$ cat src/logic/baseband_pkg.sv
// Constants, register map and state encoding of the link-layer baseband
package baseband_pkg;
  localparam int CLK_HZ = 10_000_000;
  localparam int CYC_PER_US = CLK_HZ / 1_000_000;
  localparam int CAL_TIME_US = 200;
  localparam int CAL_CYCLES = CAL_TIME_US * CYC_PER_US;
  localparam int ACK_STEP_US = 10;
  localparam int ACK_STEP_CYCLES = ACK_STEP_US * CYC_PER_US;

  localparam logic [6:0] ADDR_STATUS_A = 7'h00;
  localparam logic [6:0] ADDR_STATUS_B = 7'h01;
  localparam logic [6:0] ADDR_MASK_A = 7'h02;
  localparam logic [6:0] ADDR_MASK_B = 7'h03;
  localparam logic [6:0] ADDR_RADIO_CONTROL = 7'h04;
  localparam logic [6:0] ADDR_RADIO_SETUP = 7'h05;
  localparam logic [6:0] ADDR_CHANNEL = 7'h07;
  localparam logic [6:0] ADDR_STARTUP = 7'h08;
  localparam logic [6:0] ADDR_ACK_SETUP = 7'h0b;
  localparam logic [6:0] ADDR_RETRY_LIMIT = 7'h0c;
  localparam logic [6:0] ADDR_OWN0 = 7'h0e;
  localparam logic [6:0] ADDR_OWN1 = 7'h0f;
  localparam logic [6:0] ADDR_OWN2 = 7'h10;
  localparam logic [6:0] ADDR_PEER0 = 7'h11;
  localparam logic [6:0] ADDR_PEER1 = 7'h12;
  localparam logic [6:0] ADDR_PEER2 = 7'h13;
  localparam logic [6:0] ADDR_TX_LEN = 7'h14;
  localparam logic [6:0] ADDR_RX_LEN = 7'h15;
  localparam logic [6:0] ADDR_FIFO_CTRL = 7'h16;
  localparam logic [1:0] WIN_TX = 2'h2;
  localparam logic [1:0] WIN_RX = 2'h3;

  localparam int STA_RX_READY = 7;
  localparam int STA_TX_DONE = 6;
  localparam int STA_RETRY_LIMIT = 5;
  localparam int STB_CAL_DONE = 0;
  localparam int CTL_RUN = 1;
  localparam int CTL_DIR = 0;
  localparam int SETUP_CAL_REQ = 7;
  localparam int ACK_DISABLE = 4;
  localparam int FLAG_ACK = 5;

  localparam logic [7:0] RESET_BYTE = 8'h00;
  localparam logic [7:0] FIFO_TX_ADVANCE = 8'h80;
  localparam logic [7:0] FIFO_RX_RELEASE = 8'h40;
  localparam logic [7:0] CHANNEL_MAX = 8'h27;
  localparam logic [7:0] PREAMBLE = 8'h55;
  localparam logic [15:0] CRC_POLY = 16'h1021;
  localparam logic [15:0] CRC_INIT = 16'hffff;
  localparam int HDR_BITS = 40;
  localparam int FLAGS_START = 32;
  localparam int FLAGS_BITS = 8;
  localparam int CRC_BITS = 16;
  localparam int BUF_DEPTH = 2;

  typedef enum logic [2:0] {ST_IDLE, ST_CAL, ST_START, ST_TX, ST_ACK_WAIT, ST_RX} engine_state_t;
endpackage

$ cat src/logic/radio_baseband.sv
// Link-layer baseband: SPI register slave, calibration, packet framer and deframer
// Function
// - Calibration request self-clears after calibration finishes
// - Calibration-done flag on calibration end or PLL set-up
// - Channel writes above 39 become 39
// - FIFO control 0x80 marks the transmit buffer loaded
// - Run plus direction set starts a transmission
// - Send one burst, then listen for acknowledgement
// - Transmit-done raised after valid acknowledgement, or at burst end when acknowledgement is disabled
// - NACK or timeout retries until limit, then standby
// - Receive-ready only when address and CRC valid
// - Auto-acknowledge a good packet, then keep receiving
// - Payload to 0x60-0x7F, length to 0x15
// - Clearing run bit ends reception
// - Preamble 01010101, complemented when address LSB set
// - Three-byte address, must match own address
// - Flags: 2-bit id, ack bit, 5-bit length
// - Data payload 1..32 bytes; acknowledgement has none
// - CRC-16 x16+x12+x5+1 generated and checked
// - Least significant byte and bit first
// - Acknowledgement with bad CRC counts as NACK
// - Packet id plus CRC suppress duplicate reports
// - Status bits clear on write one only
// - Interrupt high when any unmasked status bit set
`timescale 1ns/1ps
module radio_baseband
  import baseband_pkg::*;
(
  input wire logic clk_i,
  input wire logic rst_i,
  input wire logic spi_cs_n_i,
  input wire logic spi_sck_i,
  input wire logic spi_sdi_i,
  output logic spi_sdo_o,
  output logic spi_sdo_oe_o,
  output logic irq_o,
  output logic tx_bit_o,
  output logic tx_valid_o,
  input wire logic tx_ready_i,
  input wire logic rx_bit_i,
  input wire logic rx_valid_i,
  output logic radio_on_o,
  output logic radio_tx_o,
  output logic [5:0] channel_o,
  output logic [2:0] power_level_o,
  output logic pll_cal_busy_o
);

  typedef struct packed {
    engine_state_t st;
    logic [1:0] csn_s;
    logic [1:0] sck_s;
    logic [1:0] sdi_s;
    logic csn_prev;
    logic sck_prev;
    logic [2:0] spi_bits;
    logic [7:0] spi_in;
    logic [7:0] spi_out;
    logic spi_first;
    logic spi_wr;
    logic [6:0] spi_addr;
    logic sdo;
    logic sdo_oe;
    logic [7:0] sta_a;
    logic [7:0] sta_b;
    logic [7:0] msk_a;
    logic [7:0] msk_b;
    logic [7:0] ctl;
    logic [7:0] setup;
    logic [7:0] chan;
    logic [7:0] startup;
    logic [7:0] ack_setup;
    logic [7:0] retry_lim;
    logic [7:0] tx_len;
    logic [7:0] rx_len;
    logic [23:0] own;
    logic [23:0] peer;
    logic [31:0][7:0] tx_mem;
    logic [31:0][7:0] rx_mem;
    logic tx_loaded;
    logic rx_full;
    logic [15:0] cnt;
    logic [8:0] bitcnt;
    logic [15:0] crc;
    logic [15:0] rcrc;
    logic [31:0] sr;
    logic in_frame;
    logic send_ack;
    logic [1:0] packet_sequence_id;
    logic [1:0] ack_pid;
    logic [7:0] retries;
    logic [7:0] rflags;
    logic [7:0] rbyte;
    logic seen;
    logic [1:0] last_pid;
    logic [15:0] last_crc;
    logic [BUF_DEPTH-1:0] buf_data;
    logic [1:0] buf_cnt;
  } state_t;

  state_t q_r;
  state_t q_nxt;

  function automatic logic [15:0] crc_step(input logic [15:0] c, input logic b);
    logic fb;
    fb = b ^ c[15];
    crc_step = {c[14:0], 1'b0} ^ (fb ? CRC_POLY : 16'h0000);
  endfunction

  function automatic logic [7:0] preamble_for(input logic addr_lsb);
    preamble_for = addr_lsb ? ~PREAMBLE : PREAMBLE;
  endfunction

  always_comb
  begin
    logic sck_rise;
    logic sck_fall;
    logic csn_act;
    logic csn_fall;
    logic [7:0] b;
    logic [6:0] ra;
    logic [7:0] rd;
    logic we;
    logic [7:0] txf;
    logic [8:0] pbits;
    logic [8:0] total;
    logic [7:0] fb_byte;
    logic [5:0] bidx;
    logic [8:0] crc_ofs;
    logic [8:0] rpbits;
    logic [31:0] sr_n;
    logic [15:0] rcrc_n;
    logic [7:0] rbyte_n;
    logic crc_ok;
    logic frame_end;
    logic do_retry;
    logic push;
    logic push_bit;
    logic dup;
    logic [1:0] c;
    logic [BUF_DEPTH-1:0] d;
    q_nxt = q_r;
    sck_rise = q_r.sck_s[1] & ~q_r.sck_prev;
    sck_fall = ~q_r.sck_s[1] & q_r.sck_prev;
    csn_act = ~q_r.csn_s[1];
    csn_fall = csn_act & q_r.csn_prev;
    b = {q_r.spi_in[6:0], q_r.sdi_s[1]};
    ra = q_r.spi_first ? b[6:0] : q_r.spi_addr;
    we = 1'b0;
    push = 1'b0;
    push_bit = 1'b0;
    do_retry = 1'b0;
    frame_end = 1'b0;
    crc_ok = 1'b0;
    dup = 1'b0;
    rd = RESET_BYTE;
    fb_byte = 8'h00;
    sr_n = {rx_bit_i, q_r.sr[31:1]};
    rcrc_n = {rx_bit_i, q_r.rcrc[15:1]};
    rbyte_n = {rx_bit_i, q_r.rbyte[7:1]};
    txf = q_r.send_ack ? {q_r.ack_pid, 1'b1, 5'd0} : {q_r.packet_sequence_id, 1'b0, q_r.tx_len[4:0]};
    pbits = q_r.send_ack ? 9'd0 : {1'b0, q_r.tx_len[4:0], 3'b000} + 9'd8;
    total = 9'(HDR_BITS) + pbits + 9'(CRC_BITS);
    crc_ofs = q_r.bitcnt - 9'(HDR_BITS) - pbits;
    rpbits = q_r.rflags[FLAG_ACK] ? 9'd0 : {4'd0, q_r.rflags[4:0]} * 9'd8 + 9'd8;
    bidx = q_r.bitcnt[8:3];
    case (bidx)
      6'd0: fb_byte = preamble_for(q_r.peer[0]);
      6'd1: fb_byte = q_r.peer[7:0];
      6'd2: fb_byte = q_r.peer[15:8];
      6'd3: fb_byte = q_r.peer[23:16];
      6'd4: fb_byte = txf;
      default: fb_byte = q_r.tx_mem[5'(bidx - 6'd5)];
    endcase

    // Synchronisers: only the second stage is read by any logic
    q_nxt.csn_s = {q_r.csn_s[0], spi_cs_n_i};
    q_nxt.sck_s = {q_r.sck_s[0], spi_sck_i};
    q_nxt.sdi_s = {q_r.sdi_s[0], spi_sdi_i};
    q_nxt.csn_prev = q_r.csn_s[1];
    q_nxt.sck_prev = q_r.sck_s[1];

    case (ra)
      ADDR_STATUS_A: rd = q_r.sta_a;
      ADDR_STATUS_B: rd = q_r.sta_b;
      ADDR_MASK_A: rd = q_r.msk_a;
      ADDR_MASK_B: rd = q_r.msk_b;
      ADDR_RADIO_CONTROL: rd = q_r.ctl;
      ADDR_RADIO_SETUP: rd = q_r.setup;
      ADDR_CHANNEL: rd = q_r.chan;
      ADDR_STARTUP: rd = q_r.startup;
      ADDR_ACK_SETUP: rd = q_r.ack_setup;
      ADDR_RETRY_LIMIT: rd = q_r.retry_lim;
      ADDR_OWN0: rd = q_r.own[7:0];
      ADDR_OWN1: rd = q_r.own[15:8];
      ADDR_OWN2: rd = q_r.own[23:16];
      ADDR_PEER0: rd = q_r.peer[7:0];
      ADDR_PEER1: rd = q_r.peer[15:8];
      ADDR_PEER2: rd = q_r.peer[23:16];
      ADDR_TX_LEN: rd = q_r.tx_len;
      ADDR_RX_LEN: rd = q_r.rx_len;
      default: rd = (ra[6:5] == WIN_RX) ? q_r.rx_mem[ra[4:0]] : RESET_BYTE;
    endcase

    // SPI slave: bytes in MSB first on rising SCK, out on falling SCK
    if (!csn_act)
    begin
      q_nxt.spi_bits = 3'd0;
      q_nxt.spi_first = 1'b1;
      q_nxt.sdo_oe = 1'b0;
    end
    else
    begin
      q_nxt.sdo_oe = 1'b1;
      if (csn_fall)
      begin
        q_nxt.sdo = q_r.sta_a[7];
        q_nxt.spi_out = {q_r.sta_a[6:0], 1'b0};
      end
      else if (sck_fall)
      begin
        q_nxt.sdo = q_r.spi_out[7];
        q_nxt.spi_out = {q_r.spi_out[6:0], 1'b0};
      end
      if (sck_rise)
      begin
        q_nxt.spi_in = b;
        q_nxt.spi_bits = q_r.spi_bits + 3'd1;
        if (q_r.spi_bits == 3'd7)
        begin
          q_nxt.spi_first = 1'b0;
          if (q_r.spi_first)
            q_nxt.spi_wr = b[7];
          we = ~q_r.spi_first & q_r.spi_wr;
          if (q_r.spi_first ? ~b[7] : ~q_r.spi_wr)
            q_nxt.spi_out = rd;
          // A write's first data byte lands on the address itself, a read prefetches ahead
          q_nxt.spi_addr = (q_r.spi_first && b[7]) ? ra : ra + 7'd1;
        end
      end
    end

    if (we)
    begin
      case (q_r.spi_addr)
        ADDR_STATUS_A: q_nxt.sta_a = q_r.sta_a & ~b;
        ADDR_STATUS_B: q_nxt.sta_b = q_r.sta_b & ~b;
        ADDR_MASK_A: q_nxt.msk_a = b;
        ADDR_MASK_B: q_nxt.msk_b = b;
        ADDR_RADIO_CONTROL: q_nxt.ctl = b;
        ADDR_RADIO_SETUP: q_nxt.setup = b;
        ADDR_CHANNEL: q_nxt.chan = (b > CHANNEL_MAX) ? CHANNEL_MAX : b;
        ADDR_STARTUP: q_nxt.startup = b;
        ADDR_ACK_SETUP: q_nxt.ack_setup = b;
        ADDR_RETRY_LIMIT: q_nxt.retry_lim = b;
        ADDR_OWN0: q_nxt.own[7:0] = b;
        ADDR_OWN1: q_nxt.own[15:8] = b;
        ADDR_OWN2: q_nxt.own[23:16] = b;
        ADDR_PEER0: q_nxt.peer[7:0] = b;
        ADDR_PEER1: q_nxt.peer[15:8] = b;
        ADDR_PEER2: q_nxt.peer[23:16] = b;
        ADDR_TX_LEN: q_nxt.tx_len = b;
        ADDR_FIFO_CTRL:
        begin
          if (b == FIFO_TX_ADVANCE)
            q_nxt.tx_loaded = 1'b1;
          if (b == FIFO_RX_RELEASE)
            q_nxt.rx_full = 1'b0;
        end
        default:
        begin
          if (q_r.spi_addr[6:5] == WIN_TX)
            q_nxt.tx_mem[q_r.spi_addr[4:0]] = b;
        end
      endcase
    end

    // Engine runs after the register writes so that hardware sets win over clears
    case (q_r.st)
      ST_IDLE:
      begin
        q_nxt.cnt = 16'd0;
        if (q_r.setup[SETUP_CAL_REQ])
          q_nxt.st = ST_CAL;
        else if (q_r.ctl[CTL_RUN])
        begin
          q_nxt.st = ST_START;
          q_nxt.retries = 8'd0;
        end
      end
      ST_CAL:
      begin
        q_nxt.cnt = q_r.cnt + 16'd1;
        if (q_r.cnt == 16'(CAL_CYCLES - 1))
        begin
          q_nxt.setup[SETUP_CAL_REQ] = 1'b0;
          q_nxt.sta_b[STB_CAL_DONE] = 1'b1;
          q_nxt.st = ST_IDLE;
        end
      end
      ST_START:
      begin
        q_nxt.cnt = q_r.cnt + 16'd1;
        if (!q_r.ctl[CTL_RUN])
          q_nxt.st = ST_IDLE;
        else if (q_r.cnt >= 16'(q_r.startup) * 16'(CYC_PER_US))
        begin
          q_nxt.sta_b[STB_CAL_DONE] = 1'b1;
          q_nxt.bitcnt = 9'd0;
          q_nxt.crc = CRC_INIT;
          q_nxt.send_ack = 1'b0;
          q_nxt.in_frame = 1'b0;
          q_nxt.sr = 32'd0;
          q_nxt.st = q_r.ctl[CTL_DIR] ? ST_TX : ST_RX;
        end
      end
      ST_TX:
      begin
        if (q_r.buf_cnt != 2'(BUF_DEPTH))
        begin
          push = 1'b1;
          q_nxt.bitcnt = q_r.bitcnt + 9'd1;
          if (q_r.bitcnt < 9'(HDR_BITS) + pbits)
          begin
            push_bit = fb_byte[q_r.bitcnt[2:0]];
            if (q_r.bitcnt >= 9'(FLAGS_START))
              q_nxt.crc = crc_step(q_r.crc, push_bit);
          end
          else
            push_bit = q_r.crc[crc_ofs[3:0]];
          if (q_r.bitcnt == total - 9'd1)
          begin
            q_nxt.in_frame = 1'b0;
            q_nxt.sr = 32'd0;
            q_nxt.cnt = 16'd0;
            if (q_r.send_ack)
              q_nxt.st = ST_RX;
            else if (!q_r.ack_setup[ACK_DISABLE])
              q_nxt.st = ST_ACK_WAIT;
            else
            begin
              q_nxt.sta_a[STA_TX_DONE] = 1'b1;
              q_nxt.ctl[CTL_RUN] = 1'b0;
              q_nxt.tx_loaded = 1'b0;
              q_nxt.packet_sequence_id = q_r.packet_sequence_id + 2'd1;
              q_nxt.st = ST_IDLE;
            end
          end
        end
      end
      ST_ACK_WAIT, ST_RX:
      begin
        if (!q_r.ctl[CTL_RUN])
          q_nxt.st = ST_IDLE;
        if (q_r.st == ST_ACK_WAIT && !q_r.in_frame)
        begin
          q_nxt.cnt = q_r.cnt + 16'd1;
          if (q_r.cnt >= 16'(q_r.ack_setup[3:0] + 5'd1) * 16'(ACK_STEP_CYCLES))
            do_retry = 1'b1;
        end
        if (rx_valid_i && !q_r.in_frame)
        begin
          q_nxt.sr = sr_n;
          if (sr_n == {q_r.own, preamble_for(q_r.own[0])})
          begin
            q_nxt.in_frame = 1'b1;
            q_nxt.bitcnt = 9'd0;
            q_nxt.crc = CRC_INIT;
          end
        end
        else if (rx_valid_i)
        begin
          q_nxt.bitcnt = q_r.bitcnt + 9'd1;
          q_nxt.rbyte = rbyte_n;
          if (q_r.bitcnt == 9'(FLAGS_BITS - 1))
            q_nxt.rflags = rbyte_n;
          if (q_r.bitcnt < 9'(FLAGS_BITS) + rpbits || q_r.bitcnt < 9'(FLAGS_BITS))
          begin
            q_nxt.crc = crc_step(q_r.crc, rx_bit_i);
            if (q_r.bitcnt >= 9'(FLAGS_BITS) && q_r.bitcnt[2:0] == 3'd7 && !q_r.rx_full
                && q_r.st == ST_RX)
              q_nxt.rx_mem[5'(q_r.bitcnt[8:3] - 6'd1)] = rbyte_n;
          end
          else
          begin
            q_nxt.rcrc = rcrc_n;
            if (q_r.bitcnt == 9'(FLAGS_BITS + CRC_BITS - 1) + rpbits)
            begin
              frame_end = 1'b1;
              crc_ok = (rcrc_n == q_r.crc);
              q_nxt.in_frame = 1'b0;
              q_nxt.sr = 32'd0;
            end
          end
        end
        if (frame_end && q_r.st == ST_ACK_WAIT && q_r.rflags[FLAG_ACK])
        begin
          if (crc_ok)
          begin
            q_nxt.sta_a[STA_TX_DONE] = 1'b1;
            q_nxt.ctl[CTL_RUN] = 1'b0;
            q_nxt.tx_loaded = 1'b0;
            q_nxt.packet_sequence_id = q_r.packet_sequence_id + 2'd1;
            q_nxt.st = ST_IDLE;
          end
          else
            do_retry = 1'b1;
        end
        // A full receive window drops the packet unacknowledged so the sender retries
        if (frame_end && q_r.st == ST_RX && !q_r.rflags[FLAG_ACK] && crc_ok && !q_r.rx_full)
        begin
          dup = q_r.seen && q_r.last_pid == q_r.rflags[7:6] && q_r.last_crc == q_r.crc;
          if (!dup)
          begin
            q_nxt.rx_full = 1'b1;
            q_nxt.rx_len = 8'(q_r.rflags[4:0]) + 8'd1;
            q_nxt.sta_a[STA_RX_READY] = 1'b1;
          end
          q_nxt.seen = 1'b1;
          q_nxt.last_pid = q_r.rflags[7:6];
          q_nxt.last_crc = q_r.crc;
          if (!q_r.ack_setup[ACK_DISABLE] && q_r.ctl[CTL_RUN])
          begin
            q_nxt.ack_pid = q_r.rflags[7:6];
            q_nxt.send_ack = 1'b1;
            q_nxt.bitcnt = 9'd0;
            q_nxt.crc = CRC_INIT;
            q_nxt.st = ST_TX;
          end
        end
        if (do_retry && q_r.ctl[CTL_RUN])
        begin
          q_nxt.in_frame = 1'b0;
          q_nxt.sr = 32'd0;
          if (q_r.retries == q_r.retry_lim)
          begin
            q_nxt.sta_a[STA_RETRY_LIMIT] = 1'b1;
            q_nxt.ctl[CTL_RUN] = 1'b0;
            q_nxt.st = ST_IDLE;
          end
          else
          begin
            q_nxt.retries = q_r.retries + 8'd1;
            q_nxt.bitcnt = 9'd0;
            q_nxt.crc = CRC_INIT;
            q_nxt.send_ack = 1'b0;
            q_nxt.st = ST_TX;
          end
        end
      end
      default: q_nxt.st = ST_IDLE;
    endcase

    // Two-entry bit buffer toward the modulator; head is entry 0
    c = q_r.buf_cnt;
    d = q_r.buf_data;
    if (c != 2'd0 && tx_ready_i)
    begin
      d = {1'b0, d[BUF_DEPTH-1:1]};
      c = c - 2'd1;
    end
    if (push)
    begin
      d[c[0]] = push_bit;
      c = c + 2'd1;
    end
    q_nxt.buf_data = d;
    q_nxt.buf_cnt = c;
  end

  always_ff @(posedge clk_i)
  begin
    if (rst_i)
    begin
      q_r <= '0;
      q_r.csn_s <= 2'b11;
      q_r.csn_prev <= 1'b1;
    end
    else
      q_r <= q_nxt;
  end

  assign spi_sdo_o = q_r.sdo;
  assign spi_sdo_oe_o = q_r.sdo_oe;
  assign irq_o = |(q_r.sta_a & q_r.msk_a) | |(q_r.sta_b & q_r.msk_b);
  assign tx_bit_o = q_r.buf_data[0];
  assign tx_valid_o = q_r.buf_cnt != 2'd0;
  assign radio_on_o = q_r.st == ST_START || q_r.st == ST_TX || q_r.st == ST_ACK_WAIT
    || q_r.st == ST_RX;
  assign radio_tx_o = q_r.st == ST_TX;
  assign channel_o = q_r.chan[5:0];
  assign power_level_o = q_r.setup[2:0];
  assign pll_cal_busy_o = q_r.st == ST_CAL;

endmodule

$ cat config.mk
export PLATFORM = sky130hd
export DESIGN_NAME = radio_baseband
export DESIGN_NICKNAME = d
export VERILOG_FILES = /design/src/logic/baseband_pkg.sv /design/src/logic/radio_baseband.sv
export SDC_FILE = /design/constraint.sdc
export NUM_CORES = 2
export LEC_CHECK = 0
export ABC_AREA = 1
export BUFFER_PORTS_ARGS = -buffer_cell sky130_fd_sc_hd__buf_4
export CAP_MARGIN = 20
export CORE_UTILIZATION = 50
export CTS_BUF_LIST = sky130_fd_sc_hd__clkbuf_2 sky130_fd_sc_hd__clkbuf_4 sky130_fd_sc_hd__clkbuf_8
export DETAILED_ROUTE_END_ITERATION = 10
export GPL_ROUTABILITY_DRIVEN = 0
export PLACE_DENSITY_LB_ADDON = 0.08
export SETUP_SLACK_MARGIN = 0.05
export SYNTH_ARGS = -nofsm -noshare
export SYNTH_HDL_FRONTEND = slang
export SYNTH_SLANG_ARGS = --single-unit
$ cat constraint.sdc
create_clock -name clk_i -period 4.6 [get_ports clk_i]
set_clock_uncertainty 0.1 [all_clocks]
set_input_delay 0 -clock clk_i [delete_from_list [all_inputs] [get_ports clk_i]]
set_output_delay 0 -clock clk_i [all_outputs]
set_load 0.005 [all_outputs]
==> impl_metrics.yaml <==
critical_path:
  arrival_ps: 5130
  crit_family: "adder cells"
  crit_slowest_cell: "dfxtp_4"
  cp-end-kind: "flip-flop"
  startpoint_type: "flip-flop"
  path_common_cell: "ha_4"
  worst-path-buf-inv: 5
  path_max_fanout: 8
  required_ps: 5250
  cpPeakStageDelay_ps: 390
  crit_type: "reg -> reg"
  crit_chain: "nand3_4 > xor2_2 > inv_2 > ha_4 > ha_4 > ha_4 > ha_4 > inv_2 > o21bai_1 > a21oi_2 > xor2_1 > ha_1 > a2111oi_2 > nand2_1 > o21ai_1 > buf_4 > nand2_8 > nand2_8 > nand3_2 > nand3b_1 > buf_6 > clkbuf_16 > nand2_2 > a21oi_2"
cts:
  cts_max_path_buffers: 3
  cts_tree: "yes"
  clk_latency_ps: 850
  clkSinkCount: 834
  cts_root_buf: "clkbuf_8"
  clkSlewWorstSetupHoldPaths_ps: 60
  numCtsBuffers: 146
  cts-htree-levels: 4
final_layout:
  fill_cells: 7781
  layout.nets: 5562
  drive_gt1_share_pct: 10.7
  final_area_um2: 45000
  syn2layout_area_growth_pct: 9.96
  seqCellArea_um2: 16700
  multi_input_area_um2: 21400
  final_cell_mix: "nand2_1 (945), dfxtp_1 (829), a21oi_1 (811)"
  final_common_cell: "nand2_1"
detailed_routing:
  wl_per_cell_um: 20.1
  drc: 3
  first_pass_iters: 11
  drtAntennaViolNets: 0
  viasPerCell: 5.87
  drt_iter0_drc: 4116
  routed_wl_mm: 133
  vias: 38900
global_routing:
  grt_max_degree: 158
  first_global_vias: 35600
  antenna_found_initial: 1
  grt_pass1_wl_mm: 207
  globalRouteOverflowTotal: 0
  gr-usage-all-layers_pct: 31.5
yosys:
  synth_area_um2: 40900
  synth_cells: 5586
  yosysUniqueCellTypes: 69
  async_reset_ff_share_pct: 0
  ys_seq_area_share_pct: 40.8
  ys.flop_type: "dfxtp_1"
  syn-num-nets: 5686
  yosysWarnings: 0
  synth_edf_count: 0
  ys_ff_latch: 834
  syn_avg_cell_area_um2: 7.33
timing:
  max_slew_margin_pct: 29.5
  fin_tns_setup_ps: 0
  fmax_ghz: 0.223
  tightest_slew_ps: 1050
  finalCritPeriodShare_pct: 97.4
  setup_viol: 0
  fin_crit_ps: 4480
  hold_violations: 0
  maxSlewViolCount: 0
pwr:
  cellLeakagePower_nw: 16.9
  powerDensity_nw_per_um2: 362
  ir_drop_mv: 0.260
floorplanning:
  core-area_um2: 80800
  ios: 25
  initial_core_util_pct: 50.7
  die_x_um: 288
  design.die.area_um2: 83000
  dieHeight_um: 288
  num_rows: 104
placement:
  post_dp_cell_area_um2: 41300
  dp_hpwl_mm: 84.0
  io_buffers: 24
outcome:
  outcome: "complete, but fails checks"
  violations: "DRC"
flow_run:
  cap_violations: 0
worst_hold_path:
  hold_path.class: "in -> reg"
## where the power goes
part           switching (mW)  internal [mW]
Combinational            1.39          0.523
Sequential             0.0838           7.26
Clock                    3.19           3.86
## path summary, 6_finish.rpt
kind	endpoint	start	cells after the start	slack (ps)
worst max-delay path	q_r[58]	q_r[729]	24	120
worst max register to register	q_r[58]	q_r[729]	24	120
worst min-delay path	q_r[3]	tx_ready_i	5	90
worst min register to register	q_nxt[830]	q_nxt[835]	2	310
## Yosys cell counts (7+ instances only)
| master | count | share of area [%] |
|---|---|---|
| clkbuf_1 | 262 | 2.4 |
| or2_2 | 11 | 0.17 |
| nand3b_1 | 7 | 0.13 |
| nand2_2 | 7 | 0.11 |
| o221ai_1 | 12 | 0.26 |
| nor2_1 | 335 | 3.1 |
| buf_1 | 17 | 0.16 |
| nor4_1 | 11 | 0.17 |
| nand3_1 | 435 | 5.3 |
| o21ai_1 | 66 | 0.81 |
| a221oi_1 | 7 | 0.15 |
| xnor2_1 | 33 | 0.71 |
| o211ai_1 | 20 | 0.37 |
| buf_6 | 35 | 0.96 |
| nor3_2 | 9 | 0.22 |
| dfxtp_1 | 834 | 41 |
| a31oi_1 | 7 | 0.11 |
| o21ai_0 | 670 | 8.2 |
| xor2_1 | 62 | 1.3 |
| nor2_4 | 36 | 0.99 |
| buf_2 | 87 | 1.1 |
| nor3_1 | 40 | 0.49 |
| nand4_1 | 63 | 0.96 |
| clkinv_1 | 12 | 0.11 |
| o22ai_1 | 47 | 0.72 |
| nor2_2 | 35 | 0.53 |
| inv_2 | 31 | 0.28 |
| nand2_1 | 957 | 8.8 |
| a211oi_1 | 124 | 2.3 |
| a32o_1 | 40 | 0.98 |
| inv_1 | 285 | 2.6 |
| ha_1 | 91 | 2.8 |
| a21oi_1 | 822 | 10 |
| buf_4 | 11 | 0.20 |
## through the flow
step	cells	setup WS, ps	hold WS (ps)	util [%]	power, mW
2_1_floorplan	5586	169	3.81	-	8.74
3_3_place_gp	6339	-25.4	91.0	51.1	9.34
3_5_place_dp	6339	-55.4	90.9	51.1	9.34
4_1_cts	6608	54.6	23.9	55.3	16.4
5_1_grt	6619	-50.3	95.5	55.7	16.9
6_report	6619	118	86.0	55.7	16.3
## area by class of cell
type | instances | share of cell area [%]
sequential | 834 | 37.1
tap | 1060 | 2.95
timing repair buffer | 142 | 3.01
clock inverter | 26 | 0.511
inverter | 329 | 2.77
antenna | 1 | 0.00556
multi-input combinational | 4009 | 47.6
clock buffer | 218 | 6.08
## worst register-to-register path: cells and delay by family, from the launching register on
kind                       cells  cell delay, ps
and+or+nand+nor                7             640
DFF                            1             390
AOI/OAI and AO/OA              5             870
buffers and inverters          5             690
adders and majority gates      5            1330
xor gates and xnor gates       2             380
## registers in the layout (all words and copies together), names as in the netlist
signal	cells
channel_o	6
q_r	817
spi_sdo_o	1
q_nxt	5
spi_sdo_oe_o	1
tx_bit_o	1
power_level_o	3
## metal layers
metal	up-vias	global-route usage, %	share of wire [%]
met1	18100	44.3	45
met2	1520	48.4	44
met3	286	4.70	7.0
li1	19000	-	-
met4	0	12.2	3.1
met5	-	0	0
## what timing repair did
action | CTS | global route
buffers inserted | 9 | 9
endpoints found under the hold margin | 176 | 0
cloned | 2 | 4
endpoints found under the setup margin | 32 | 66
pin swaps | 10 | 28
gates resized for setup | 26 | 54
hold buffers | 14 | 0
## logic make-up after synthesis
kind of cell | count (synthesis) | synth area share (%)
xor+xnor | 96 | 2.07
fa+ha+maj | 92 | 2.83
simple gates | 1970 | 21.8
flops | 834 | 40.8
buf+inv | 743 | 7.83
mux | 1 | 0.0244
compound gates | 1850 | 24.6
Note: power is estimated with default switching activity, not from simulation.
